==> config.mk <==
export PLATFORM = sky130hd
export DESIGN_NAME = ebcs_sequencer
export DESIGN_NICKNAME = d
export VERILOG_FILES = /design/src/logic/ebcs_pkg.sv /design/src/logic/ebcs_sequencer.sv
export SDC_FILE = /design/constraint.sdc
export NUM_CORES = 1
export LEC_CHECK = 0
export ABC_AREA = 1
export BUFFER_PORTS_ARGS = -buffer_cell sky130_fd_sc_hd__buf_4
export CORE_ASPECT_RATIO = 1.4
export CORE_MARGIN = 4
export CORE_UTILIZATION = 53
export CTS_CLUSTER_DIAMETER = 150
export CTS_CLUSTER_SIZE = 24
export DETAILED_ROUTE_END_ITERATION = 8
export PLACE_DENSITY = 0.73
export SYNTH_ARGS = -nofsm -noshare
export SYNTH_HDL_FRONTEND = slang
export SYNTH_SLANG_ARGS = --single-unit
==> constraint.sdc <==
create_clock -name mclk -period 2.5 [get_ports mclk]
set_clock_uncertainty 0.2 [all_clocks]
set_input_delay 0.125 -clock mclk [delete_from_list [all_inputs] [get_ports mclk]]
set_output_delay 0.125 -clock mclk [all_outputs]
set_load 0.1 [all_outputs]
==> src/logic/ebcs_pkg.sv <==
// package for the external bus cycle sequencer
// assumes a 25 MHz system clock and AXI4-Lite register access
package ebcs_pkg;
  // register byte offsets
  localparam logic [7:0] TIMING_CONFIG_OFS = 8'h00;
  localparam logic [7:0] ADDRESS_OFS = 8'h04;
  localparam logic [7:0] WRITE_DATA_OFS = 8'h08;
  localparam logic [7:0] COMMAND_OFS = 8'h0c;
  localparam logic [7:0] STATUS_OFS = 8'h10;
  localparam logic [7:0] READ_DATA_OFS = 8'h14;
  // chip_select_timing_config field positions
  localparam int AB_LSB = 0;
  localparam int AB_EXT_LSB = 1;
  localparam int C_LSB = 3;
  localparam int D_LSB = 5;
  localparam int E_LSB = 6;
  localparam int F_LSB = 11;
  localparam int READY_EN_BIT = 13;
  localparam int READY_POL_BIT = 14;
  localparam int READY_ASYNC_BIT = 15;
  localparam int CS_COUNT = 4;
  localparam logic [31:0] TIMING_RESET = 32'h0000_0000;
  // command fields
  localparam int CMD_WRITE_BIT = 0;
  localparam int CMD_CS_LSB = 1;
  // AXI response codes
  localparam logic [1:0] RESP_OKAY = 2'h0;
  localparam logic [1:0] RESP_SLVERR = 2'h2;
  typedef enum logic [2:0]
  {
    PH_IDLE = 3'b000,
    PH_AB = 3'b001,
    PH_C = 3'b010,
    PH_D = 3'b011,
    PH_E = 3'b100,
    PH_WAIT = 3'b101,
    PH_F = 3'b110
  } ebcs_phase_e;
endpackage

==> src/logic/ebcs_sequencer.sv <==
// external bus cycle sequencer with AXI4-Lite register access
// assumes readyPin asynchronous to mclk; external bus pins drive pads directly
//
// The implementer's own choices: the AXI4-Lite register port and the register addresses.
`timescale 1ns/10ps
`default_nettype none
module ebcs_sequencer
(
  input wire logic mclk,
  input wire logic resetn,
  input wire logic [7:0] awaddr,
  input wire logic awvalid,
  output logic awready,
  input wire logic [31:0] wdata,
  input wire logic [3:0] wstrb,
  input wire logic wvalid,
  output logic wready,
  output logic [1:0] bresp,
  output logic bvalid,
  input wire logic bready,
  input wire logic [7:0] araddr,
  input wire logic arvalid,
  output logic arready,
  output logic [31:0] rdata,
  output logic [1:0] rresp,
  output logic rvalid,
  input wire logic rready,
  output logic busReferenceClock,
  output logic busReferenceClockFastDrive,
  output logic [23:0] busAddress,
  output logic [15:0] busDataOut,
  output logic busDataOe,
  input wire logic [15:0] busDataIn,
  output logic [3:0] chipSelectN,
  output logic readStrobeN,
  output logic writeStrobeN,
  output logic addressLatchEnable,
  input wire logic readyPin
);
  // ****************************************
  // register file
  // ****************************************
  logic [31:0] timingConfig [ebcs_pkg::CS_COUNT];
  logic [23:0] addressReg;
  logic [15:0] writeDataReg;
  logic [15:0] readDataReg;
  logic startPulse;
  logic cmdWrite;
  logic [1:0] cmdCs;
  logic [1:0] lastCs;
  logic busy;
  logic haveAw, haveW;
  logic [7:0] awAddrHeld;
  logic [31:0] wDataHeld;
  logic [3:0] wStrbHeld;
  ebcs_pkg::ebcs_phase_e phase;
  ebcs_pkg::ebcs_phase_e next_phase;
  logic [5:0] next_count;
  logic endAccess;
  logic [5:0] count;
  logic [31:0] cfg;
  logic [1:0] readySync;
  logic readyAsyncStage;
  logic readyActive;

  function automatic logic [31:0] merge(input logic [31:0] old, input logic [31:0] d, input logic [3:0] s);
    logic [31:0] r;
    r = old;
    for (int i = 0; i < 4; i++)
      if (s[i])
        r[i*8 +: 8] = d[i*8 +: 8];
    return r;
  endfunction

  function automatic logic known(input logic [7:0] a);
    return a == ebcs_pkg::TIMING_CONFIG_OFS || a == ebcs_pkg::ADDRESS_OFS || a == ebcs_pkg::WRITE_DATA_OFS
      || a == ebcs_pkg::COMMAND_OFS || a == ebcs_pkg::STATUS_OFS || a == ebcs_pkg::READ_DATA_OFS;
  endfunction

  assign awready = !haveAw && !bvalid;
  assign wready = !haveW && !bvalid;

  always_ff @(posedge mclk or negedge resetn)
  begin
    if (!resetn)
    begin
      haveAw <= 1'b0;
      haveW <= 1'b0;
      awAddrHeld <= 8'h00;
      wDataHeld <= 32'h0000_0000;
      wStrbHeld <= 4'h0;
      bvalid <= 1'b0;
      bresp <= ebcs_pkg::RESP_OKAY;
    end
    else
    begin
      if (awvalid && awready)
      begin
        haveAw <= 1'b1;
        awAddrHeld <= awaddr;
      end
      if (wvalid && wready)
      begin
        haveW <= 1'b1;
        wDataHeld <= wdata;
        wStrbHeld <= wstrb;
      end
      if (haveAw && haveW)
      begin
        haveAw <= 1'b0;
        haveW <= 1'b0;
        bvalid <= 1'b1;
        bresp <= known(awAddrHeld) ? ebcs_pkg::RESP_OKAY : ebcs_pkg::RESP_SLVERR;
      end
      else if (bvalid && bready)
        bvalid <= 1'b0;
    end
  end

  // register writes; timing written to the entry named by command cs field
  always_ff @(posedge mclk or negedge resetn)
  begin
    if (!resetn)
    begin
      for (int i = 0; i < ebcs_pkg::CS_COUNT; i++)
        timingConfig[i] <= ebcs_pkg::TIMING_RESET;
      addressReg <= 24'h000000;
      writeDataReg <= 16'h0000;
      cmdWrite <= 1'b0;
      cmdCs <= 2'h0;
      startPulse <= 1'b0;
    end
    else
    begin
      startPulse <= 1'b0;
      if (haveAw && haveW)
      begin
        case (awAddrHeld)
          ebcs_pkg::TIMING_CONFIG_OFS:
            timingConfig[cmdCs] <= merge(timingConfig[cmdCs], wDataHeld, wStrbHeld);
          ebcs_pkg::ADDRESS_OFS:
            addressReg <= 24'(merge({8'h00, addressReg}, wDataHeld, wStrbHeld));
          ebcs_pkg::WRITE_DATA_OFS:
            writeDataReg <= 16'(merge({16'h0000, writeDataReg}, wDataHeld, wStrbHeld));
          ebcs_pkg::COMMAND_OFS:
            // command ignored while busy, running cycle keeps its fields
            if (!busy)
            begin
              cmdWrite <= wDataHeld[ebcs_pkg::CMD_WRITE_BIT];
              cmdCs <= wDataHeld[ebcs_pkg::CMD_CS_LSB +: 2];
              startPulse <= wStrbHeld[0];
            end
          default:
          begin
          end
        endcase
      end
    end
  end

  assign arready = !rvalid;
  always_ff @(posedge mclk or negedge resetn)
  begin
    if (!resetn)
    begin
      rvalid <= 1'b0;
      rdata <= 32'h0000_0000;
      rresp <= ebcs_pkg::RESP_OKAY;
    end
    else if (arvalid && arready)
    begin
      rvalid <= 1'b1;
      rresp <= known(araddr) ? ebcs_pkg::RESP_OKAY : ebcs_pkg::RESP_SLVERR;
      case (araddr)
        ebcs_pkg::TIMING_CONFIG_OFS: rdata <= timingConfig[cmdCs];
        ebcs_pkg::ADDRESS_OFS: rdata <= {8'h00, addressReg};
        ebcs_pkg::WRITE_DATA_OFS: rdata <= {16'h0000, writeDataReg};
        ebcs_pkg::COMMAND_OFS: rdata <= {29'h0, cmdCs, cmdWrite};
        ebcs_pkg::STATUS_OFS: rdata <= {29'h0, phase};
        ebcs_pkg::READ_DATA_OFS: rdata <= {16'h0000, readDataReg};
        default: rdata <= 32'h0000_0000;
      endcase
    end
    else if (rvalid && rready)
      rvalid <= 1'b0;
  end

  // ****************************************
  // ready input
  // ****************************************
  always_ff @(posedge mclk or negedge resetn)
  begin
    if (!resetn)
    begin
      readySync <= 2'b00;
      readyAsyncStage <= 1'b0;
    end
    else
    begin
      readySync <= {readySync[0], readyPin};
      readyAsyncStage <= readySync[1];
    end
  end
  always_comb
  begin
    readyActive = (cfg[ebcs_pkg::READY_ASYNC_BIT] ? readyAsyncStage : readySync[1])
      ^ !cfg[ebcs_pkg::READY_POL_BIT];
  end

  // ****************************************
  // phase sequencer
  // ****************************************
  assign cfg = timingConfig[cmdCs];
  assign busy = phase != ebcs_pkg::PH_IDLE;
  assign busReferenceClock = mclk;
  assign busReferenceClockFastDrive = 1'b1;

  function automatic logic [5:0] len(input ebcs_pkg::ebcs_phase_e p, input logic [31:0] c, input logic winChange);
    case (p)
      ebcs_pkg::PH_AB: len = 6'(c[ebcs_pkg::AB_LSB]) + 6'h01
        + (winChange ? 6'(c[ebcs_pkg::AB_EXT_LSB +: 2]) : 6'h00);
      ebcs_pkg::PH_C: len = 6'(c[ebcs_pkg::C_LSB +: 2]);
      ebcs_pkg::PH_D: len = 6'(c[ebcs_pkg::D_LSB]);
      ebcs_pkg::PH_E: len = 6'(c[ebcs_pkg::E_LSB +: 5]) + 6'h01;
      ebcs_pkg::PH_F: len = 6'(c[ebcs_pkg::F_LSB +: 2]);
      default: len = 6'h00;
    endcase
  endfunction

  // next phase with nonzero length after p
  function automatic ebcs_pkg::ebcs_phase_e follow(input ebcs_pkg::ebcs_phase_e p, input logic [31:0] c);
    if (p == ebcs_pkg::PH_AB && len(ebcs_pkg::PH_C, c, 1'b0) != 6'h00)
      return ebcs_pkg::PH_C;
    if ((p == ebcs_pkg::PH_AB || p == ebcs_pkg::PH_C) && len(ebcs_pkg::PH_D, c, 1'b0) != 6'h00)
      return ebcs_pkg::PH_D;
    if (p == ebcs_pkg::PH_AB || p == ebcs_pkg::PH_C || p == ebcs_pkg::PH_D)
      return ebcs_pkg::PH_E;
    if ((p == ebcs_pkg::PH_E || p == ebcs_pkg::PH_WAIT) && len(ebcs_pkg::PH_F, c, 1'b0) != 6'h00)
      return ebcs_pkg::PH_F;
    return ebcs_pkg::PH_IDLE;
  endfunction

  function automatic logic inAccess(input ebcs_pkg::ebcs_phase_e p);
    return p == ebcs_pkg::PH_E || p == ebcs_pkg::PH_WAIT;
  endfunction

  assign endAccess = ((phase == ebcs_pkg::PH_E && count == 6'h01) || phase == ebcs_pkg::PH_WAIT)
    && (!cfg[ebcs_pkg::READY_EN_BIT] || readyActive);
  always_comb
  begin
    next_phase = phase;
    next_count = count;
    case (phase)
      ebcs_pkg::PH_IDLE:
        if (startPulse)
        begin
          next_phase = ebcs_pkg::PH_AB;
          next_count = len(ebcs_pkg::PH_AB, cfg, cmdCs != lastCs);
        end
      ebcs_pkg::PH_E, ebcs_pkg::PH_WAIT:
        if (endAccess)
        begin
          next_phase = follow(phase, cfg);
          next_count = len(next_phase, cfg, 1'b0);
        end
        else if (phase == ebcs_pkg::PH_E && count == 6'h01)
          next_phase = ebcs_pkg::PH_WAIT;
        else if (phase == ebcs_pkg::PH_E)
          next_count = count - 6'h01;
      ebcs_pkg::PH_AB, ebcs_pkg::PH_C, ebcs_pkg::PH_D, ebcs_pkg::PH_F:
        if (count <= 6'h01)
        begin
          next_phase = follow(phase, cfg);
          next_count = len(next_phase, cfg, 1'b0);
        end
        else
          next_count = count - 6'h01;
      default: next_phase = ebcs_pkg::PH_IDLE;
    endcase
  end

  always_ff @(posedge mclk or negedge resetn)
  begin
    if (!resetn)
    begin
      phase <= ebcs_pkg::PH_IDLE;
      count <= 6'h00;
      lastCs <= 2'h0;
    end
    else
    begin
      phase <= next_phase;
      count <= next_count;
      if (phase == ebcs_pkg::PH_IDLE && startPulse)
        lastCs <= cmdCs;
    end
  end

  // ****************************************
  // bus pins
  // ****************************************
  // pins follow the phase being entered, so they line up with it
  always_ff @(posedge mclk or negedge resetn)
  begin
    if (!resetn)
    begin
      readDataReg <= 16'h0000;
      busAddress <= 24'h000000;
      busDataOut <= 16'h0000;
      busDataOe <= 1'b0;
      chipSelectN <= 4'hf;
      readStrobeN <= 1'b1;
      writeStrobeN <= 1'b1;
      addressLatchEnable <= 1'b0;
    end
    else
    begin
      if (phase == ebcs_pkg::PH_IDLE && startPulse)
      begin
        busAddress <= addressReg;
        busDataOut <= writeDataReg;
      end
      addressLatchEnable <= next_phase == ebcs_pkg::PH_AB;
      chipSelectN <= next_phase == ebcs_pkg::PH_IDLE ? 4'hf : ~(4'h1 << cmdCs);
      busDataOe <= cmdWrite && (next_phase == ebcs_pkg::PH_D || inAccess(next_phase)
        || next_phase == ebcs_pkg::PH_F);
      readStrobeN <= !(!cmdWrite && inAccess(next_phase));
      writeStrobeN <= !(cmdWrite && inAccess(next_phase));
      if (!cmdWrite && endAccess)
        readDataReg <= busDataIn;
    end
  end
endmodule
`default_nettype wire

* Yosys cells after proc, flatten, opt, wreduce, memory -nomap -nowiden
Index checks and enable logic that the tools add are counted.
** Word-level totals
- Bits in latches :: 0
- Memories :: 0
- Logic and storage cells :: 281
- Input bits :: 76
- Bits in read-only memories :: 0
- Register bits after elaboration :: 334
- Memory bits (writable) :: 0
** Operators by class
- Bitwise operators :: 4
- Equality and inequality tests :: 36
- Div/mod/pow operators :: 0
- $lt $le $gt $ge :: 3
- Multiplexer cells :: 123
- Shift operators :: 1
- Multipliers :: 0
- Reduce and logical (&&, ||, !) cells :: 75
- Add/subtract/negate cells :: 4
** Operator list (count)
- one-hot mux 32 bit (6 select lines) :: 1
- 2-to-1 mux 6 bit :: 25
- bitwise mux 128 bit :: 1
- 2-to-1 mux 32 bit :: 3
- 2-to-1 mux 8 bit :: 12
- 2-to-1 mux 3 bit :: 24
- binary-select mux 32 bit (select 2 bit) :: 1
- demux 32 bit (select 2 bit) :: 1
- one-hot mux 6 bit (5 select lines) :: 2
- 2-to-1 mux 1 bit :: 47
- nonzero test 6 bit :: 6
- equality test 8 x 4 -> 1 bit (second input constant) :: 4
- equality test 8 x 5 -> 1 bit (second input constant) :: 4
- equality test 3 bit (second input constant) :: 10
- logical AND 1 bit :: 22
- equality test 3 x 2 -> 1 bit (second input constant) :: 7
- logical OR 1 bit :: 18
- one-hot mux 6 bit (3 select lines) :: 1
- AND reduction 3 bit :: 6
- equality test 8 x 3 -> 1 bit (second input constant) :: 2
- zero test 8 bit :: 2
- equality test 3 x 1 -> 1 bit (second input constant) :: 4
- zero test 1 bit :: 9
- one-hot mux 3 bit (3 select lines) :: 1
- other kinds (25) :: 33

* Depth between registers and ports, before layout
Gate-level depths: netlist (run 1).
- Depth in word-level cells :: 54
- Gate-level depth with buffers :: 17

==> results of run 1 <==
==> cells by family after synthesis <==
| kind of cell | after synthesis | synth area share |
|---|---|---|
| multiplexers | 37 | 0.02911 |
| flip-flops | 332 | 0.5809 |
| buffers and inverters | 178 | 0.05035 |
| adder cells (fa/ha/maj) | 5 | 0.004895 |
| AO/OA/AOI/OAI | 399 | 0.1539 |
| other | 2 | 0.0005246 |
| XOR/XNOR | 6 | 0.003671 |
| AND/OR/NAND/NOR | 630 | 0.1766 |
==> registers in the layout (all words and copies together), names as in the netlist, 2 cells and up <==
name	count
chipSelectN	4
busDataOut	16
cmdCs	2
writeDataReg	16
wStrbHeld	4
awAddrHeld	8
phase	3
busAddress	24
rdata	32
addressReg	24
timingConfig	128
readDataReg	16
count	6
lastCs	2
readySync	2
wDataHeld	32
==> worst register-to-register path, delay by kind of cell (launching register included) <==
family          cells  cell delay (ps)
compound gates      1               40
buf+inv             3             1310
simple gates        3              340
flops               1              450
==> routing by layer <==
layer,global-route usage,vias to the layer above
met1,0.3719,6174
met4,0.1166,0
met3,0.03550,134
met2,0.4933,542
met5,0,-
li1,-,5869
==> cell usage in the layout (no fill, tap or decap), types with 2 or more instances in the layout <==
cell type and count:
nor2_2 4, clkbuf_1 5, buf_12 12, nor3_1 6
buf_4 224, nand3_2 2, mux2_2 37, nand2_2 6
nand3_1 38, a22oi_1 3, o22ai_1 9, a22o_1 17
a221oi_1 22, conb_1 3, nor2_1 89, a21oi_1 70
a41oi_1 4, ha_1 3, dfrtp_1 321, inv_1 94
nand4_1 15, clkbuf_16 22, nor2_4 6, dfrtp_2 5
o21ai_0 261, dfstp_2 6, a21oi_2 4, dlygate4sd3_1 128
inv_2 4, nand3b_1 2, nand2_1 457, xor2_1 6
o21ai_1 3
==> power groups by stage <==
stage	Clock, uW	Combinational, uW	Sequential, uW
after floorplan	151	1660	6340
after global placement	151	2810	6280
after detailed placement	151	2860	6300
after CTS	3520	3460	6190
after global routing	3710	4070	6270
final	3450	3790	6230
==> stage by stage <==
| step | utilization | hold slack, ps | cell area, um^2 | setup slack, ps |
|---|---|---|---|---|
| final | 0.6964 | -14.59 | 18360 | 38.36 |
| after global routing | 0.6964 | 18.82 | 18360 | -52.93 |
| after CTS | 0.6921 | 10.09 | 18250 | 10.08 |
| after detailed placement | 0.6194 | -110.0 | 16330 | 9.187 |
| after global placement | 0.6194 | -109.2 | 16330 | 53.87 |
| after floorplan | - | -370.6 | 14370 | -72.25 |
==> worst max path at each step <==
stage | start | end | slack, ps | depth (start not counted)
after floorplan | cmdCs[1] | count[1] | -70 | 14
after global placement | cmdCs[1] | count[1] | 50 | 11
after detailed placement | cmdCs[1] | count[1] | 9 | 11
after CTS | haveW | wStrbHeld[2] | 10 | 7
after global routing | cmdCs[0] | chipSelectN[3] | -50 | 16
final | bvalid | wDataHeld[9] | 40 | 7
==> timing repair <==
item                       in CTS  in global routing
pin swaps                       0                  2
buffers inserted                0                  9
resized for setup               1                 12
setup endpoints to repair       1                 36
hold buffers                  134                  0
cloned                          0                  2
hold endpoints to repair      419                  0
==> area by class of cell <==
cell class                 count  area (um^2)
clock buffer                  26        526.8
sequential                   332         8322
inverter                      99        375.4
multi-input combinational   1080         5355
clock inverter                 2        38.79
fill                        1967         8004
tap                          360        450.4
antenna                        1        2.502
timing repair buffer         367         3288
==> results.py, run 1 <==
metrics = {
    "run_status": {
        "status": "finished, violations left",
        "failed_checks": "negative hold slack",
    },
    "power_and_ir_drop": {
        "p_switching_uw": 4553,
        "irDropWorstVdd_mv": 0.7396,
        "total_power_consumption_uw": 13470,
        "total_leakage_power_uw": 0.008784,
        "power_switching_share": 0.3380,
        "combinationalPowerShare": 0.281,
        "sequential_group_share_of_total_power": 0.463,
        "power.internal_uw": 8916,
        "pwr_density_mw_per_mm2": 733.6,
        "clkPwrFrac": 0.256,
    },
    "worst_hold_path": {
        "worstHoldPathType": "primary input to register",
        "min_delay_path_depth": 5,
        "hold_end": "rresp[1]",
        "hold_start": "araddr[0]",
    },
    "floorplan": {
        "top_level_ports": 167,
        "die_h_um": 202.5,
        "core_mm2": 0.02636,
        "fp-row-count": 70,
        "design.die.area_mm2": 0.02974,
        "dieWidth_um": 146.9,
        "floorplan.initialDensity": 0.5430,
    },
    "logic_synthesis": {
        "post_synth_edffs": 0,
        "sequential_element_share_of_the_synthesized_area": 0.5809,
        "synthesis.area_per_instance_um2": 9.009,
        "synth_most_common_cell": "nand2_1",
        "ys_warn_count": 0,
        "yosys_most_used_dff": "dfrtp_1",
        "synth.cells.most_frequent": "461 x nand2_1, 326 x dfrtp_1, 262 x o21ai_0",
        "netlist.area_leader.share": 0.5699,
        "synth.area.top_cells": "dfrtp_1 57%, nand2_1 12%, o21ai_0 9.2%",
        "async_reset_ff_frac": 1.000,
        "cell_type_contributing_the_most_total_cell_area_after_synthesis": "dfrtp_1",
        "syn-instance-count": 1589,
        "synth_cell_types": 43,
        "syn_area_mm2": 0.01431,
        "postSynthRegisterBits": 332,
    },
    "critical_path": {
        "worst_r2r_path_depth": 7,
        "critPathSlowestCell": "dlygate4sd3_1",
        "critPathCaptureType": "register",
        "crit_buf_inv": 3,
        "rrSetupSlack_ps": 40,
        "cp_data_required_time_ps": 2820,
        "crit_family": "buffers and inverters",
        "cp_max_fo": 15,
        "slowest_delay_ps": 580,
        "worstPathArrival_ps": 2780,
        "critPathKind": "register to register",
        "path_cells": "nor2_4 > nand2_4 > buf_12 > nor2_1 > dlygate4sd3_1 > a21oi_1 > dlygate4sd3_1",
        "endpoint_of_the_lowest_slack_register_to_register_path": "wDataHeld[9]",
        "timing.rr.start": "bvalid",
        "cpMostUsedCell": "dlygate4sd3_1",
        "critical_path_start_type": "register",
    },
    "global_routing": {
        "grt_max_degree": 78,
        "via_count_of_the_first_global_routing_pass": 12710,
        "grt_pass1_wl_um": 68910,
        "grt_overflow_total": 0,
        "grt_antenna_before_repair": 1,
        "groute.usage.overall": 0.2872,
    },
    "timing": {
        "finalHoldViolations": 1,
        "rsz_0062_raised_after_global_routing": "true",
        "slew_viol_final": 0,
        "final_report_setup_violation_count": 0,
        "max_slew_margin": 0.6229,
        "final_min_period_over_clock_period": 0.9847,
        "fmaxAchievable_mhz": 406.2,
        "layout_min_cycle_time_ps": 2462,
        "timing_worst_slew_pin_value_ps": 559.8,
        "totalNegativeSetupSlack_ps": 0,
        "holdWs_ps": -14.59,
    },
    "routing": {
        "highest_layer": "met4",
        "final_routed_drc_violation_total": 0,
        "total_vias_in_the_final_route": 12720,
        "detail_route.first_pass.iterations": 6,
        "antenna_violating_nets_post_route": 0,
        "initialDrtViolationCount": 1016,
        "detailroute.wirelength.met2_um": 22080,
        "met3RoutedLength_um": 2468,
        "route.final.wire_length_um": 44210,
        "post_drt_via_cell_ratio": 5.610,
        "detailed_routing_wirelength_on_met1_um": 17660,
        "routed_wirelength_normalized_by_instance_count_um": 19.50,
    },
    "placement": {
        "gp_routability_congestion": 0.9206,
        "dp.final_hpwl_um": 28270,
        "placement.io_buffers": 163,
        "dpl.cell_count": 2099,
    },
    "clock_network": {
        "cts.clk_slew.worst_paths_ps": 100,
        "tritoncts_clock_tree": "built",
        "worstSkewPairLatency_ps": 640,
    },
    "layout": {
        "nNetsFinal": 1982,
        "drive_above_1_share": 0.1800,
        "fin_cells": 2267,
        "area_added_between_synthesis_and_finish_pct": 28.25,
    },
    "job": {
        "drv.max_cap_violation_count": 0,
    },
}
No activity file was read; power rests on OpenSTA's default activity.
==> inputs of run 2 (changes only) <==
==> constraint.sdc (replaced) <==
create_clock -name mclk -period 1.95 [get_ports mclk]
set_clock_uncertainty 0.2 [all_clocks]
set_input_delay 0.0975 -clock mclk [delete_from_list [all_inputs] [get_ports mclk]]
set_output_delay 0.0975 -clock mclk [all_outputs]
set_load 0.1 [all_outputs]
==> run 2 against run 1 <==
Compared with the run above: the run ends with negative setup slack left; design area is 13% higher; maximum frequency shrank 2.7%; setup slack got worse by 620 ps; largest cell class unchanged; global-route usage rose by 1.8 points; die area did not move; utilization is 9.0 points higher; clock-buffer cell count increased by 6; critical path type unchanged; cell count is 4.9% higher.
==> results.py, run 2 (synthesized netlist as in run 1, its figures left out) <==
metrics = {
    "run_status": {
        "status": "finished, violations left",
        "failed_checks": "negative setup slack",
    },
    "critical_path": {
        "timing.rr.start": "cmdCs[1]",
        "critical_path.startpoint": "cmdCs[1]",
        "cp_max_fo": 6,
        "critical_path_start_type": "register",
        "worstPathArrival_ps": 2850,
        "critPathCaptureType": "register",
        "critPathKind": "register to register",
        "cp_data_required_time_ps": 2270,
    },
    "power_and_ir_drop": {
        "combinationalPowerShare": 0.308,
        "power.internal_uw": 11720,
        "irDropWorstVdd_mv": 0.9541,
        "power_switching_share": 0.3623,
        "sequential_group_share_of_total_power": 0.440,
        "p_switching_uw": 6659,
        "pwr_density_mw_per_mm2": 886.4,
        "clkPwrFrac": 0.252,
        "total_leakage_power_uw": 0.009763,
    },
    "job": {
        "drv.max_cap_violation_count": 0,
    },
    "floorplan": {
        "design.die.area_mm2": 0.02974,
        "fp-row-count": 70,
        "floorplan.initialDensity": 0.5430,
        "core_mm2": 0.02636,
        "dieWidth_um": 146.9,
        "top_level_ports": 167,
        "die_h_um": 202.5,
    },
    "layout": {
        "nNetsFinal": 2088,
        "postLayoutCoreUtil": 0.7866,
        "area_added_between_synthesis_and_finish_pct": 44.86,
        "reg.largest.list": "timingConfig x128, rdata x32, wDataHeld x32",
        "layout.cells.most_common_list": "404 x nand2_1, 322 x dfrtp_1, 305 x buf_4",
        "multi_input_area_mm2": 0.006422,
        "fillers": 1582,
        "seq_area_mm2": 0.008325,
        "largest_register_ffs": 128,
        "drive_above_1_share": 0.3385,
        "mostFrequentLayoutCell": "nand2_1",
        "registers.top_by_ff_count": "timingConfig",
        "num_antenna_cells": 0,
    },
    "routing": {
        "initialDrtViolationCount": 1429,
        "detailed_routing_wirelength_on_met1_um": 17950,
        "highest_layer": "met4",
        "post_drt_via_cell_ratio": 5.887,
        "final_routed_drc_violation_total": 0,
        "routed_wirelength_normalized_by_instance_count_um": 21.99,
        "total_vias_in_the_final_route": 14000,
        "detail_route.first_pass.iterations": 6,
        "route.final.wire_length_um": 52290,
        "detailroute.wirelength.met2_um": 26150,
        "met3RoutedLength_um": 3989,
        "antenna_violating_nets_post_route": 0,
    },
    "placement": {
        "dp.final_hpwl_um": 30040,
        "dpl_worst_slack_ps": -525.7,
        "gp_routability_congestion": 0.9582,
        "placement.io_buffers": 163,
    },
    "timing": {
        "layout_min_cycle_time_ps": 2531,
        "timing.final.ws_setup_ps": -580.8,
        "final_min_period_over_clock_period": 1.298,
        "fmaxAchievable_mhz": 395.1,
        "timing_worst_slew_pin_value_ps": 915.4,
        "slew_viol_final": 0,
        "final_report_setup_violation_count": 237,
        "finalHoldViolations": 0,
        "totalNegativeSetupSlack_ps": -57370,
        "max_slew_margin": 0.3891,
        "rsz_0062_raised_after_global_routing": "true",
    },
    "global_routing": {
        "grt_overflow_total": 0,
        "groute.usage.overall": 0.3048,
        "grt_antenna_before_repair": 0,
        "via_count_of_the_first_global_routing_pass": 13620,
        "grt_max_degree": 64,
        "grt_pass1_wl_um": 72500,
    },
    "clock_network": {
        "tritoncts_clock_tree": "built",
        "cts.clk_slew.worst_paths_ps": 110,
        "worstSkewPairLatency_ps": 650,
    },
    "worst_hold_path": {
        "hold_start": "wdata[24]",
        "worstHoldPathType": "primary input to register",
    },
}
==> run 2: cell types whose count changed in the layout (fill, tap and decap cells not counted), sizes merged <==
cell / previous run / this run
diode: 1 / 0
nand2: 464 / 466
buf: 238 / 377
clkbuf: 27 / 42
dlygate4sd3: 128 / 84
==> run 2: cell type report <==
type / instances / area share
clock buffers: 32 / 0.02649
inverters: 99 / 0.01858
clock inverters: 2 / 0.001871
well taps: 360 / 0.02172
multi-input cells: 1082 / 0.3097
repair buffers: 471 / 0.2201
flip-flops and latches: 332 / 0.4015
==> run 2: through the flow <==
stage	cell area [um^2]	power (uW)	hold slack [ps]	std cells
after floorplan	14620	10740	-398.1	1590
after global placement	17170	12330	-141.4	2191
after detailed placement	17170	12450	-132.5	2191
after CTS	19490	17380	7.077	2338
after global routing	20740	19030	31.74	2378
final	20740	18380	19.45	2378
==> run 2: layer usage <==
metal / GRT usage / up-vias
met5: 0 / -
li1: - / 6125
met3: 0.05291 / 320
met1: 0.3578 / 6710
met4: 0.1519 / 0
met2: 0.5388 / 844
==> run 2: worst paths after layout <==
check                                    end  slack [ps]  cells past startpoint
max                        timingConfig[119]        -580                     13
min                            wDataHeld[24]          20                      3
max reg2reg                timingConfig[119]        -580                     13
min reg2reg                     readySync[1]         160                      0
max in group asynchronous       writeStrobeN         530                      4
min in group asynchronous   timingConfig[34]         320                      3
==> run 2: power groups by stage <==
stage,logic [uW],clock network (uW),registers [uW]
final,5660,4640,8080
after global routing,6010,4880,8140
after CTS,4820,4600,7960
after detailed placement,4210,194,8050
after global placement,4120,194,8020
after floorplan,2410,194,8140
==> run 2: worst max-delay path, stage by stage, from the launching register on <==
cell	delay (ps)
dfrtp_2	500
inv_2	110
nor2_4	50
buf_4	150
buf_8	140
buf_4	140
buf_12	120
buf_12	130
nand2_1	60
nand2_1	60
a221oi_2	260
nand2_1	160
o21ai_2	180
o21ai_1	150
==> run 2: repair_timing <==
| item | 4_1_cts | 5_1_grt |
|---|---|---|
| hold buffers | 84 | 0 |
| endpoints found under the setup margin | 181 | 264 |
| pin swaps | 27 | 51 |
| endpoints found under the hold margin | 430 | 0 |
| setup buffers | 21 | 23 |
| gates resized for setup | 211 | 247 |
| cloned | 9 | 18 |
